`config.mk`:
```
export PLATFORM = sky130hd
export DESIGN_NAME = mdl_decoder
export DESIGN_NICKNAME = d
export VERILOG_FILES = /design/src/mdl_pkg.sv /design/src/mdl_time_if.sv /design/src/mdl_decoder.sv /design/src/mdl_clock_table.sv
export SDC_FILE = /design/constraint.sdc
export NUM_CORES = 1
export LEC_CHECK = 0
export CORE_MARGIN = 2
export CORE_UTILIZATION = 25
export CTS_BUF_LIST = sky130_fd_sc_hd__clkbuf_8
export CTS_CLUSTER_DIAMETER = 150
export DETAILED_ROUTE_END_ITERATION = 7
export DONT_BUFFER_PORTS = 1
export GPL_TIMING_DRIVEN = 1
export SYNTH_ARGS = -nofsm -noshare
export SYNTH_HDL_FRONTEND = slang
export SYNTH_SLANG_ARGS = --single-unit
```
`constraint.sdc`:
```
create_clock -name mclk_in -period 7.8 [get_ports mclk_in]
set_input_delay 0.78 -clock mclk_in [delete_from_list [all_inputs] [get_ports mclk_in]]
set_output_delay 0.78 -clock mclk_in [all_outputs]
set_load 0.01 [all_outputs]
```
`src/mdl_pkg.sv`:
```
// Shared opcodes, field codes and execution clock figures for the decoder.
package mdl_pkg;

	// ----------------------------------------------------------------
	// Instruction classes
	// ----------------------------------------------------------------
	typedef enum {
		OP_NONE, OP_GRP3, OP_GRP80, OP_SMUL, OP_SMUL_IMM, OP_UDIV, OP_SDIV,
		OP_AAM, OP_AAD, OP_CBW, OP_CWD, OP_SH1, OP_SHCL, OP_SHIMM,
		OP_AND_RM, OP_AND_IMM, OP_AND_ACC, OP_OR_RM, OP_OR_IMM, OP_OR_ACC,
		OP_TEST_RM, OP_TEST_IMM, OP_TEST_ACC
	} mdl_op_t;

	// ----------------------------------------------------------------
	// Opcode patterns (upper bits compared, low bits are d/w/s; full 8-bit patterns compared whole)
	// ----------------------------------------------------------------
	localparam logic [6:0] OPC_GRP3 = 7'h7B;      // 1111011w
	localparam logic [5:0] OPC_SMUL_IMM = 6'h1A;  // 011010s1, bit0 must be 1
	localparam logic [7:0] OPC_AAM = 8'hD4;
	localparam logic [7:0] OPC_AAD = 8'hD5;
	localparam logic [7:0] OPC_ADJ_BASE = 8'h0A;
	localparam logic [7:0] OPC_CBW = 8'h98;
	localparam logic [7:0] OPC_CWD = 8'h99;
	localparam logic [6:0] OPC_SH1 = 7'h68;       // 1101000w
	localparam logic [6:0] OPC_SHCL = 7'h69;      // 1101001w
	localparam logic [6:0] OPC_SHIMM = 7'h60;     // 1100000w
	localparam logic [5:0] OPC_AND_RM = 6'h08;    // 001000dw
	localparam logic [5:0] OPC_OR_RM = 6'h02;     // 000010dw
	localparam logic [6:0] OPC_TEST_RM = 7'h42;   // 1000010w
	localparam logic [6:0] OPC_GRP80 = 7'h40;     // 1000000w
	localparam logic [6:0] OPC_AND_ACC = 7'h12;   // 0010010w
	localparam logic [6:0] OPC_OR_ACC = 7'h06;    // 0000110w
	localparam logic [6:0] OPC_TEST_ACC = 7'h54;  // 1010100w

	// ----------------------------------------------------------------
	// Middle field codes and addressing mode codes
	// ----------------------------------------------------------------
	localparam logic [2:0] FLD_TEST = 3'h0;
	localparam logic [2:0] FLD_OR = 3'h1;
	localparam logic [2:0] FLD_AND = 3'h4;
	localparam logic [2:0] FLD_SMUL = 3'h5;
	localparam logic [2:0] FLD_UDIV = 3'h6;
	localparam logic [2:0] FLD_SDIV = 3'h7;
	localparam logic [2:0] FLD_SH_BAD = 3'h6;     // Unassigned shift operation.
	localparam logic [1:0] MOD_REG = 2'h3;
	localparam logic [1:0] MOD_DISP8 = 2'h1;
	localparam logic [1:0] MOD_DISP16 = 2'h2;
	localparam logic [1:0] MOD_NODISP = 2'h0;
	localparam logic [2:0] RM_DIRECT = 3'h6;

	// Shift operation field values.
	localparam logic [2:0] rotate_left = 3'h0;
	localparam logic [2:0] rotate_right = 3'h1;
	localparam logic [2:0] rotate_carry_left = 3'h2;
	localparam logic [2:0] rotate_carry_right = 3'h3;
	localparam logic [2:0] logical_left_shift = 3'h4;
	localparam logic [2:0] logical_right_shift = 3'h5;
	localparam logic [2:0] arithmetic_right_shift = 3'h7;

	// ----------------------------------------------------------------
	// Clock figures: reg byte, reg word, mem byte, mem word, range span
	// ----------------------------------------------------------------
	typedef struct packed {
		logic [7:0] rb;
		logic [7:0] rw;
		logic [7:0] mb;
		logic [7:0] mw;
		logic [7:0] span;
		logic star;     // Word memory transfers cost extra on the narrow bus.
		logic per_n;    // Adds one clock per shift position.
	} mdl_time_t;

	localparam mdl_time_t T_SMUL = '{8'h19, 8'h22, 8'h1F, 8'h28, 8'h03, 1'b1, 1'b0};
	localparam mdl_time_t T_SMUL_IMM = '{8'h16, 8'h16, 8'h1D, 8'h1D, 8'h03, 1'b0, 1'b0};
	localparam mdl_time_t T_UDIV = '{8'h1D, 8'h26, 8'h23, 8'h2C, 8'h00, 1'b1, 1'b0};
	localparam mdl_time_t T_SDIV = '{8'h2C, 8'h35, 8'h32, 8'h3B, 8'h08, 1'b1, 1'b0};
	localparam mdl_time_t T_AAM = '{8'h13, 8'h13, 8'h13, 8'h13, 8'h00, 1'b0, 1'b0};
	localparam mdl_time_t T_AAD = '{8'h0F, 8'h0F, 8'h0F, 8'h0F, 8'h00, 1'b0, 1'b0};
	localparam mdl_time_t T_CBW = '{8'h02, 8'h02, 8'h02, 8'h02, 8'h00, 1'b0, 1'b0};
	localparam mdl_time_t T_CWD = '{8'h04, 8'h04, 8'h04, 8'h04, 8'h00, 1'b0, 1'b0};
	localparam mdl_time_t T_SH1 = '{8'h02, 8'h02, 8'h0F, 8'h0F, 8'h00, 1'b0, 1'b0};
	localparam mdl_time_t T_SHN = '{8'h05, 8'h05, 8'h11, 8'h11, 8'h00, 1'b0, 1'b1};
	localparam mdl_time_t T_RM = '{8'h03, 8'h03, 8'h0A, 8'h0A, 8'h00, 1'b1, 1'b0};
	localparam mdl_time_t T_IMM = '{8'h04, 8'h04, 8'h10, 8'h10, 8'h00, 1'b1, 1'b0};
	localparam mdl_time_t T_TEST_IMM = '{8'h04, 8'h04, 8'h0A, 8'h0A, 8'h00, 1'b1, 1'b0};
	localparam mdl_time_t T_ACC = '{8'h03, 8'h04, 8'h03, 8'h04, 8'h00, 1'b0, 1'b0};
	localparam logic [8:0] NARROW_WORD_EXTRA = 9'h004;
	localparam logic [8:0] ONE_CLOCK = 9'h001;

endpackage

```
`src/mdl_time_if.sv`:
```
// Interface carrying a timing request from the decoder to the clock table.
`timescale 1ns/1ps
interface mdl_time_if;
	mdl_pkg::mdl_op_t op;
	logic word;
	logic mem;
	logic bus8;
	logic [7:0] var_n;
	logic [8:0] clocks;

	modport decoder (output op, output word, output mem, output bus8, output var_n,
		input clocks);
	modport table_end (input op, input word, input mem, input bus8, input var_n,
		output clocks);
endinterface

```
`src/mdl_decoder.sv`:
```
// Multiply, divide, adjust, extend, shift and logic instruction decoder.
`timescale 1ns/1ps
module mdl_decoder (
	// Clock and reset
	input wire logic mclk_in,
	input wire logic reset_in,
	// Instruction byte stream
	input wire logic [7:0] instr_byte_in,
	input wire logic byte_valid_in,
	output logic byte_ready_out,
	// Execution context
	input wire logic bus8_in,
	input wire logic [7:0] var_count_in,
	// Decode results
	output mdl_pkg::mdl_op_t op_class_out,
	output logic [2:0] shift_operation_field_out,
	output logic word_out,
	output logic mem_out,
	output logic writes_result_out,
	output logic [8:0] clocks_out,
	output logic busy_out,
	output logic done_out,
	output logic illegal_out
);

	// ----------------------------------------------------------------
	// State
	// ----------------------------------------------------------------
	typedef enum {S_OPC, S_MODRM, S_SECOND, S_TAIL, S_LOAD, S_EXEC} mdl_state_t;

	mdl_state_t state_reg, state_next;
	mdl_pkg::mdl_op_t op_reg, op_next;
	logic [2:0] field_reg, field_next;
	logic word_reg, word_next;
	logic mem_reg, mem_next;
	logic [2:0] imm_reg, imm_next;
	logic [2:0] tail_reg, tail_next;
	logic [7:0] last_byte_reg, last_byte_next;
	logic [8:0] cnt_reg, cnt_next;
	logic [8:0] clocks_reg, clocks_next;
	logic done_reg, done_next;
	logic illegal_reg, illegal_next;
	logic take;

	mdl_time_if tif ();

	mdl_clock_table u_table (
		.t(tif.table_end)
	);

	// Counted shift forms use the immediate count byte or the count register.
	assign tif.op = op_reg;
	assign tif.word = word_reg;
	assign tif.mem = mem_reg;
	assign tif.bus8 = bus8_in;
	assign tif.var_n = (op_reg == mdl_pkg::OP_SHIMM) ? last_byte_reg : var_count_in;

	assign take = byte_valid_in && byte_ready_out;

	// Displacement bytes that follow the modifier byte.
	function automatic logic [2:0] disp_bytes(input logic [7:0] modrm);
		if (modrm[7:6] == mdl_pkg::MOD_DISP8) begin
			disp_bytes = 3'h1;
		end else if (modrm[7:6] == mdl_pkg::MOD_DISP16) begin
			disp_bytes = 3'h2;
		end else if (modrm[7:6] == mdl_pkg::MOD_NODISP && modrm[2:0] == mdl_pkg::RM_DIRECT) begin
			disp_bytes = 3'h2;
		end else begin
			disp_bytes = 3'h0;
		end
	endfunction

	// ----------------------------------------------------------------
	// Next-state logic
	// ----------------------------------------------------------------

	// One byte is accepted per cycle while fetching; execution stalls the stream.
	always_comb begin
		state_next = state_reg;
		op_next = op_reg;
		field_next = field_reg;
		word_next = word_reg;
		mem_next = mem_reg;
		imm_next = imm_reg;
		tail_next = tail_reg;
		last_byte_next = last_byte_reg;
		cnt_next = cnt_reg;
		clocks_next = clocks_reg;
		done_next = 1'b0;
		illegal_next = 1'b0;
		case (state_reg)
			S_OPC: begin
				if (take) begin
					word_next = instr_byte_in[0];
					mem_next = 1'b0;
					imm_next = 3'h0;
					state_next = S_MODRM;
					if (instr_byte_in[7:1] == mdl_pkg::OPC_GRP3) begin
						op_next = mdl_pkg::OP_GRP3;
					end else if (instr_byte_in[7:2] == mdl_pkg::OPC_SMUL_IMM && instr_byte_in[0]) begin
						op_next = mdl_pkg::OP_SMUL_IMM;
						word_next = 1'b1;
						imm_next = instr_byte_in[1] ? 3'h1 : 3'h2;
					end else if (instr_byte_in == mdl_pkg::OPC_AAM) begin
						op_next = mdl_pkg::OP_AAM;
						state_next = S_SECOND;
					end else if (instr_byte_in == mdl_pkg::OPC_AAD) begin
						op_next = mdl_pkg::OP_AAD;
						state_next = S_SECOND;
					end else if (instr_byte_in == mdl_pkg::OPC_CBW) begin
						op_next = mdl_pkg::OP_CBW;
						state_next = S_LOAD;
					end else if (instr_byte_in == mdl_pkg::OPC_CWD) begin
						op_next = mdl_pkg::OP_CWD;
						state_next = S_LOAD;
					end else if (instr_byte_in[7:1] == mdl_pkg::OPC_SH1) begin
						op_next = mdl_pkg::OP_SH1;
					end else if (instr_byte_in[7:1] == mdl_pkg::OPC_SHCL) begin
						op_next = mdl_pkg::OP_SHCL;
					end else if (instr_byte_in[7:1] == mdl_pkg::OPC_SHIMM) begin
						op_next = mdl_pkg::OP_SHIMM;
						imm_next = 3'h1;
					end else if (instr_byte_in[7:2] == mdl_pkg::OPC_AND_RM) begin
						op_next = mdl_pkg::OP_AND_RM;
					end else if (instr_byte_in[7:2] == mdl_pkg::OPC_OR_RM) begin
						op_next = mdl_pkg::OP_OR_RM;
					end else if (instr_byte_in[7:1] == mdl_pkg::OPC_TEST_RM) begin
						op_next = mdl_pkg::OP_TEST_RM;
					end else if (instr_byte_in[7:1] == mdl_pkg::OPC_GRP80) begin
						op_next = mdl_pkg::OP_GRP80;
						imm_next = instr_byte_in[0] ? 3'h2 : 3'h1;
					end else if (instr_byte_in[7:1] == mdl_pkg::OPC_AND_ACC
						|| instr_byte_in[7:1] == mdl_pkg::OPC_OR_ACC
						|| instr_byte_in[7:1] == mdl_pkg::OPC_TEST_ACC) begin
						if (instr_byte_in[7:1] == mdl_pkg::OPC_AND_ACC) begin
							op_next = mdl_pkg::OP_AND_ACC;
						end else if (instr_byte_in[7:1] == mdl_pkg::OPC_OR_ACC) begin
							op_next = mdl_pkg::OP_OR_ACC;
						end else begin
							op_next = mdl_pkg::OP_TEST_ACC;
						end
						tail_next = instr_byte_in[0] ? 3'h2 : 3'h1;
						state_next = S_TAIL;
					end else begin
						op_next = mdl_pkg::OP_NONE;
						illegal_next = 1'b1;
						state_next = S_OPC;
					end
				end
			end
			S_SECOND: begin
				if (take) begin
					if (instr_byte_in == mdl_pkg::OPC_ADJ_BASE) begin
						state_next = S_LOAD;
					end else begin
						illegal_next = 1'b1;
						state_next = S_OPC;
					end
				end
			end
			S_MODRM: begin
				if (take) begin
					field_next = instr_byte_in[5:3];
					mem_next = instr_byte_in[7:6] != mdl_pkg::MOD_REG;
					tail_next = disp_bytes(instr_byte_in) + imm_reg;
					state_next = S_LOAD;
					if (op_reg == mdl_pkg::OP_GRP3) begin
						case (instr_byte_in[5:3])
							mdl_pkg::FLD_SMUL: op_next = mdl_pkg::OP_SMUL;
							mdl_pkg::FLD_UDIV: op_next = mdl_pkg::OP_UDIV;
							mdl_pkg::FLD_SDIV: op_next = mdl_pkg::OP_SDIV;
							mdl_pkg::FLD_TEST: begin
								op_next = mdl_pkg::OP_TEST_IMM;
								tail_next = disp_bytes(instr_byte_in) + (word_reg ? 3'h2 : 3'h1);
							end
							default: op_next = mdl_pkg::OP_NONE;
						endcase
					end else if (op_reg == mdl_pkg::OP_GRP80) begin
						case (instr_byte_in[5:3])
							mdl_pkg::FLD_AND: op_next = mdl_pkg::OP_AND_IMM;
							mdl_pkg::FLD_OR: op_next = mdl_pkg::OP_OR_IMM;
							default: op_next = mdl_pkg::OP_NONE;
						endcase
					end else if ((op_reg == mdl_pkg::OP_SH1 || op_reg == mdl_pkg::OP_SHCL
						|| op_reg == mdl_pkg::OP_SHIMM) && instr_byte_in[5:3] == mdl_pkg::FLD_SH_BAD) begin
						op_next = mdl_pkg::OP_NONE;
					end
					if (op_next == mdl_pkg::OP_NONE) begin
						illegal_next = 1'b1;
						state_next = S_OPC;
					end else if (tail_next != 3'h0) begin
						state_next = S_TAIL;
					end
				end
			end
			S_TAIL: begin
				if (take) begin
					last_byte_next = instr_byte_in;
					tail_next = tail_reg - 3'h1;
					if (tail_reg == 3'h1) begin
						state_next = S_LOAD;
					end
				end
			end
			S_LOAD: begin
				cnt_next = tif.clocks;
				clocks_next = tif.clocks;
				state_next = S_EXEC;
			end
			S_EXEC: begin
				if (cnt_reg <= mdl_pkg::ONE_CLOCK) begin
					done_next = 1'b1;
					state_next = S_OPC;
				end else begin
					cnt_next = cnt_reg - mdl_pkg::ONE_CLOCK;
				end
			end
			default: state_next = S_OPC;
		endcase
	end

	// ----------------------------------------------------------------
	// Registers
	// ----------------------------------------------------------------

	// All outputs are registered so the core sees clean levels.
	always_ff @(posedge mclk_in or posedge reset_in) begin
		if (reset_in) begin
			state_reg <= S_OPC;
			op_reg <= mdl_pkg::OP_NONE;
			field_reg <= 3'h0;
			word_reg <= 1'b0;
			mem_reg <= 1'b0;
			imm_reg <= 3'h0;
			tail_reg <= 3'h0;
			last_byte_reg <= 8'h00;
			cnt_reg <= 9'h000;
			clocks_reg <= 9'h000;
			done_reg <= 1'b0;
			illegal_reg <= 1'b0;
			byte_ready_out <= 1'b0;
			busy_out <= 1'b0;
			writes_result_out <= 1'b0;
		end else begin
			state_reg <= state_next;
			op_reg <= op_next;
			field_reg <= field_next;
			word_reg <= word_next;
			mem_reg <= mem_next;
			imm_reg <= imm_next;
			tail_reg <= tail_next;
			last_byte_reg <= last_byte_next;
			cnt_reg <= cnt_next;
			clocks_reg <= clocks_next;
			done_reg <= done_next;
			illegal_reg <= illegal_next;
			byte_ready_out <= state_next == S_OPC || state_next == S_MODRM
				|| state_next == S_SECOND || state_next == S_TAIL;
			busy_out <= state_next == S_EXEC;
			writes_result_out <= !(op_next == mdl_pkg::OP_TEST_RM
				|| op_next == mdl_pkg::OP_TEST_IMM
				|| op_next == mdl_pkg::OP_TEST_ACC || op_next == mdl_pkg::OP_NONE);
		end
	end

	// ----------------------------------------------------------------
	// Outputs
	// ----------------------------------------------------------------
	assign op_class_out = op_reg;
	assign shift_operation_field_out = field_reg;
	assign word_out = word_reg;
	assign mem_out = mem_reg;
	assign clocks_out = clocks_reg;
	assign done_out = done_reg;
	assign illegal_out = illegal_reg;

endmodule

```
`src/mdl_clock_table.sv`:
```
// Execution clock lookup for each decoded instruction class.
`timescale 1ns/1ps
module mdl_clock_table (
	mdl_time_if.table_end t
);

	// ----------------------------------------------------------------
	// Figure selection
	// ----------------------------------------------------------------

	// Picks the figure row for a class; unknown classes take the T_CBW row and cost two clocks.
	function automatic mdl_pkg::mdl_time_t row_of(input mdl_pkg::mdl_op_t op);
		case (op)
			mdl_pkg::OP_SMUL: row_of = mdl_pkg::T_SMUL;
			mdl_pkg::OP_SMUL_IMM: row_of = mdl_pkg::T_SMUL_IMM;
			mdl_pkg::OP_UDIV: row_of = mdl_pkg::T_UDIV;
			mdl_pkg::OP_SDIV: row_of = mdl_pkg::T_SDIV;
			mdl_pkg::OP_AAM: row_of = mdl_pkg::T_AAM;
			mdl_pkg::OP_AAD: row_of = mdl_pkg::T_AAD;
			mdl_pkg::OP_CBW: row_of = mdl_pkg::T_CBW;
			mdl_pkg::OP_CWD: row_of = mdl_pkg::T_CWD;
			mdl_pkg::OP_SH1: row_of = mdl_pkg::T_SH1;
			mdl_pkg::OP_SHCL, mdl_pkg::OP_SHIMM: row_of = mdl_pkg::T_SHN;
			mdl_pkg::OP_AND_RM, mdl_pkg::OP_OR_RM, mdl_pkg::OP_TEST_RM: row_of = mdl_pkg::T_RM;
			mdl_pkg::OP_AND_IMM, mdl_pkg::OP_OR_IMM: row_of = mdl_pkg::T_IMM;
			mdl_pkg::OP_TEST_IMM: row_of = mdl_pkg::T_TEST_IMM;
			mdl_pkg::OP_AND_ACC, mdl_pkg::OP_OR_ACC, mdl_pkg::OP_TEST_ACC: row_of = mdl_pkg::T_ACC;
			default: row_of = mdl_pkg::T_CBW;
		endcase
	endfunction

	// Base figure by operand kind, then the data-dependent part, then the
	// narrow-bus surcharge. Outside per_n rows the variable part is clamped to the
	// documented range so a wild operand hint can never stretch a fixed-range op.
	always_comb begin
		mdl_pkg::mdl_time_t r;
		logic [7:0] base;
		logic [7:0] extra;
		base = 8'h00;
		extra = 8'h00;
		r = row_of(t.op);
		case ({t.mem, t.word})
			2'b00: base = r.rb;
			2'b01: base = r.rw;
			2'b10: base = r.mb;
			default: base = r.mw;
		endcase
		if (r.per_n) begin
			extra = t.var_n;
		end else if (t.var_n > r.span) begin
			extra = r.span;
		end else begin
			extra = t.var_n;
		end
		t.clocks = {1'b0, base} + {1'b0, extra};
		if (t.bus8 && r.star && t.word && t.mem) begin
			t.clocks = t.clocks + mdl_pkg::NARROW_WORD_EXTRA;
		end
	end

endmodule

```
# After elaboration in Yosys (flattened, before gate mapping)
# Memories as Yosys holds them, arrays and structs flattened.
# Index checks and enable logic that the tools add are counted.
# W data, S select, Z words.
dict set report totals {
  regBits 106
  latch_bits 0
  mem_bits_rw 0
  romBits 928
  input_bits 20
  out_inout_bits 51
  word_cells 256
  mem_count 1
}
# memory words word_bits read_ports rd_clocked_by_memory_dff wr line
set mem_list {}
lappend mem_list {{(no name shown)} 32 29 1 0 0 mdl_clock_table.sv:13} ;# case (op)
dict set report classes {
  add_sub_neg 6
  n_mul 0
  n_div 0
  magnitude_cmp 2
  eq_ne 64
  shifts 0
  mux 132
  bitwise 0
  n_reduce_logical 36
}
# cell n
set op_table {}
lappend op_table {{$mux W32} 27}
lappend op_table {{$pmux W32 S6} 1}
lappend op_table {{$eq A32 B3 Y1 const B} 5}
lappend op_table {{$eq A32 B2 Y1 const B} 4}
lappend op_table {{$logic_not A32 Y1} 4}
lappend op_table {{$mux W3} 38}
lappend op_table {{$eq A32 B5 Y1 const B} 3}
lappend op_table {{$eq A32 B6 Y1 const B} 3}
lappend op_table {{$pmux W32 S2} 1}
lappend op_table {{$mux W2} 27}
lappend op_table {{$eq A7 B7 Y1 const B} 7}
lappend op_table {{$mux W42} 1}
lappend op_table {{$ne A2 B2 Y1 const B} 19}
lappend op_table {{$eq A32 B1 Y1 const B} 1}
lappend op_table {{$eq A32 B4 Y1 const B} 1}
lappend op_table {{$eq A8 B8 Y1 const B} 4}
lappend op_table {{$logic_not A27 Y1} 1}
lappend op_table {{$mux W1} 25}
lappend op_table {{$mux W8} 3}
lappend op_table {{$pmux W8 S3} 1}
lappend op_table {{$pmux W5 S4} 1}
lappend op_table {{$mux W9} 2}
lappend op_table {{$pmux W9 S2} 1}
lappend op_table {{$reduce_and A18 Y1} 1}
lappend op_table {{31 further kinds} 59}

# Longest topological paths before layout
dict set report depth {
  depth_word 24
  mapped_depth 22
  mapped_depth_nobuf 20
}

# By module
# From an unflattened synthesis, not the netlist that was laid out.
dict set report unflattened {
  cells_unflattened 719
  area_unflattened_um2 6771.5
}
# mod instances cells_per_inst area_per_inst_um2 seq_area_each_um2
set by_module_without_submodules {}
lappend by_module_without_submodules {mdl_decoder 1 504 5332.6 2627.5}
lappend by_module_without_submodules {mdl_clock_table 1 215 1438.9 0.0}

# Least setup slack after synthesis
# Ideal clock, no wire load.
dict set report synth_timing {
  kind {reg2reg}
  from {register op_reg[1] (netlist: op_class_out[1])}
  to {register cnt_reg[6]}
  setup_ns 0.137
  t_arrival_ns 5.038
  t_required_ns 7.663
  slack_ns 2.624
  stages_incl_launch_ff 23
  path_buffers 2
  synth_period_minus_slack_ns 5.176
  cell_sequence {dfrtp_1 -> clkbuf_1 -> inv_1 -> ha_1 -> clkbuf_1 -> nand3_1 -> nor3_4 -> mux2_2 -> ha_1 -> nor2b_1 -> o31ai_1 -> a21oi_1 -> o21ai_2 -> mux2_1 -> ha_1 -> a21o_1 -> a21oi_1 -> xnor2_1 -> ha_1 -> and4_1 -> a31oi_1 -> mux2i_1 -> o211ai_1}
}
dict set report synth_via {
  elab_chain_len 9
  elab_cells_between_ends 15
  classes_between {add/sub: 2; order compare: 1; eq/ne: 1; mux: 7; reduce/logical: 3; memory: 1}
}
# element line
set synth_lines {}
lappend synth_lines {{from (decl)} mdl_decoder.sv:32} ;# mdl_pkg::mdl_op_t op_reg, op_next;
lappend synth_lines {{from (signal assigned)} mdl_decoder.sv:230} ;# op_reg <= mdl_pkg::OP_NONE;
lappend synth_lines {{from (signal assigned)} mdl_decoder.sv:246} ;# op_reg <= op_next;
lappend synth_lines {{$mem_v2 Z32 W29 or $eq A32 B5 Y1 (tied branches)} -}
lappend synth_lines {{$mux W42 or $mux W8 (tied branches)} {mdl_clock_table.sv:13, mdl_decoder.sv:56}}
lappend synth_lines {{$gt A8 B8 Y1} mdl_clock_table.sv:50} ;# end else if (t.var_n > r.span) begin
lappend synth_lines {{$mux W8} mdl_clock_table.sv:50}
lappend synth_lines {{$mux W8} mdl_clock_table.sv:48} ;# if (r.per_n) begin
lappend synth_lines {{$add A8 B8 Y9} mdl_clock_table.sv:55} ;# t.clocks = {1'b0, base} + {1'b0, extra};
lappend synth_lines {{$add A9 B3 Y9} mdl_clock_table.sv:57} ;# t.clocks = t.clocks + mdl_pkg::NARROW_WORD_EXTRA;
lappend synth_lines {{$mux W9 *} mdl_clock_table.sv:56} ;# if (t.bus8 && r.star && t.word && t.mem) begin
lappend synth_lines {{$pmux W9 S2 *} mdl_decoder.sv:91} ;# case (state_reg)
lappend synth_lines {{to (signal assigned)} mdl_decoder.sv:253} ;# cnt_reg <= cnt_next;
lappend synth_lines {{to (decl)} mdl_decoder.sv:39} ;# logic [8:0] cnt_reg, cnt_next;
# Mark *: on every way between the ends. The rest lies on a longest branch, timed or not.
# A chain may end at the register's enable or synchronous reset.

# Worst setup path in the final report
# Same ends and word-level chain as after synthesis.

==> run metrics <==
fin util 27.8%; R2R Path End cnt_reg[6]; # fillers 2771; post-synthesis cell count 726; Overflow after GRT 0; reg2reg setup slack 2.15 ns; Std-Cell Rows 59; Worst Tran Pin Value 0.952 ns; Final min period 5.65 ns; Max Freq 0.177 GHz; largest net degree at the start of global routing 56; Critical Path AT 5.91 ns; Initial Utilization 25.5%; status complete, no violations; DRT iter0 DRCs 503; placed instance area 7040 sq um; Reg area 2630 sq um; area of the multi-input gates 3850 sq um; Final Max Slew Viols 0; final period utilization 72.4%; total number of vias 5452; sequential element share of the synthesized area 39.5%; CP max FO 13; async set-reset flop share out of synthesis 100%; H-tree levels 3; Hold Crit Class in2async; IO Pins 71; CP Capture Type flop; Post-CTS Setup Bufs 0; slew margin rel. 36.0%; final setup margin 2.15 ns; initial antenna violation count 0; Startpoint Class flop; CTS buffer count 9; routability congestion estimate from global placement 0.847; antenna cell count 0; Total GRT Usage 13.1%; PostCTS Resize Cnt 0; Antenna Nets Post-Route 0; TritonCTS clock tree yes; Synth cell types 78; most frequent cells in the layout 105 x dfrtp_1, 58 x nand2_1, 54 x nor2_1; fin area 7250 sq um; Max VDD drop 0.0000726 V; final net count 772; Ys Warns 0; syn avg cell area 9.16 sq um; R2R depth 20; Leak 3.14 nW; Worst Path Required 8.06 ns; dpl cells 1050; unrepaired setup endpoints after global routing no; # Max-Cap Violations 0; vias in the first global route 5276; DR WL/cell 16.8 um; first-pass GRT wire length 29.4 mm; post-DP HPWL 13.4 mm; Clock Pin Slew Worst Setup and Hold Paths 0.11 ns; # hold bufs at CTS 0; Cell Area, Synth 6650 sq um; # port buffers 0; core area 26100 sq um; drc violations 0; EDFF count, synth 0; Worst Skew 0.0189 ns; TritonRoute pass-1 iters 5; later-pin clock latency in the skew report 0.40 ns; crit path kind reg2reg; Clock Tree Buf Depth 2; routed wire length 18.0 mm; DR vias/cell 5.11; Power Density 131 nW/um^2; commonest non-fill, non-tap cell in the layout dfrtp_1; setup violation total in the final timing report 0; die area 27900 sq um; Final Hold Viols 0; clock sink count 105; pre-CTS setup slack 2.19 ns; CTS Root Cell clkbuf_8; register bit count reported by yosys 105; fraction of layout cells with a size suffix above 1 8.62%; setup TNS 0 ns; Syn-to-layout area delta 9.05%; fin cells 1066; Die Y 167 um; chip width 167 um; main flop type after synthesis dfrtp_1; reg-to-reg startpoint op_class_out[1]
worst max-delay path by stage:
stage | to | startpoint | slack [ns]
finish | cnt_reg[6] | op_class_out[1] | 2.15
global route | cnt_reg[6] | op_class_out[1] | 1.75
CTS | cnt_reg[6] | op_class_out[1] | 2.17
detailed placement | cnt_reg[6] | op_class_out[1] | 2.19
global placement | cnt_reg[6] | op_class_out[1] | 2.31
floorplan | cnt_reg[6] | op_class_out[1] | 2.62
worst max-delay path: stages, from the launching register on:
cell and delay, ns:
dfrtp_1 0.59, inv_1 0.26, ha_1 0.39, nand3_1 0.26, nor3_4 0.55, mux2_2 0.41
ha_1 0.28, nor2b_1 0.13, o31ai_1 0.18, a21oi_1 0.11, o21ai_2 0.22, mux2_1 0.39
ha_1 0.28, a21o_1 0.15, a21oi_1 0.24, xnor2_1 0.14, ha_1 0.19, and4_1 0.17
a31oi_1 0.21, mux2i_1 0.25, o211ai_1 0.11
synth_stat cells (all sizes together), types with 10 or more instances:
cell	number	area, sq um
mux2	20	225
mux2i	18	180
nand3	18	100
nor2b	39	244
o21ai	37	189
buf	14	65.1
nor3	29	156
dfrtp	105	2630
inv	25	93.8
ha	23	288
nand2b	13	81.3
a21oi	49	245
clkbuf	30	113
nor4	25	246
nand4	10	77.6
nor2	55	209
nand2	58	218
where the power goes:
part	internal (mW)	total, mW	switching [mW]	leakage (nW)
clock	0.131	0.350	0.218	0.106
sequential	0.552	0.555	0.00275	1.31
combinational	0.0149	0.0441	0.0292	1.73
total	0.698	0.949	0.250	3.14
logic make-up (layout without fill, tap and decap cells):
group / Yosys count / after routing / share of synthesized area, %
xor gates and xnor gates: 9 / 9 / 1.19
DFF: 105 / 105 / 39.5
buffers and inverters: 70 / 47 / 4.14
muxes: 38 / 38 / 6.10
other: 1 / 29 / 0.0564
adders and majority gates: 26 / 26 / 5.23
AOI/OAI and AO/OA: 173 / 173 / 17.1
and+or+nand+nor: 304 / 304 / 26.7
through the flow:
stage / hold WS, ns / power, mW
after floorplan: 0.475 / 0.606
after global routing: 0.391 / 0.992
final: 0.349 / 0.949
after detailed placement: 0.497 / 0.610
after CTS: 0.348 / 0.963
after global placement: 0.491 / 0.610
final cells by class:
cell class                 count  area share [%]
clock buffer                   9            1.71
clock inverter                 7            1.26
inverter                      26            1.38
multi-input combinational    579            53.1
sequential                   105            36.2
tap                          335            5.78
timing repair buffer           5           0.518
routing by layer:
metal  vias up  global-route usage (%)  wire length (um)
li1       2627                       -                 -
met1      2606                    17.0              7830
met2       189                    21.2              8510
met3        30                    3.16              1150
met4         0                    5.10               474
met5         -                       0                 0
(Power assumes the default switching activity.)
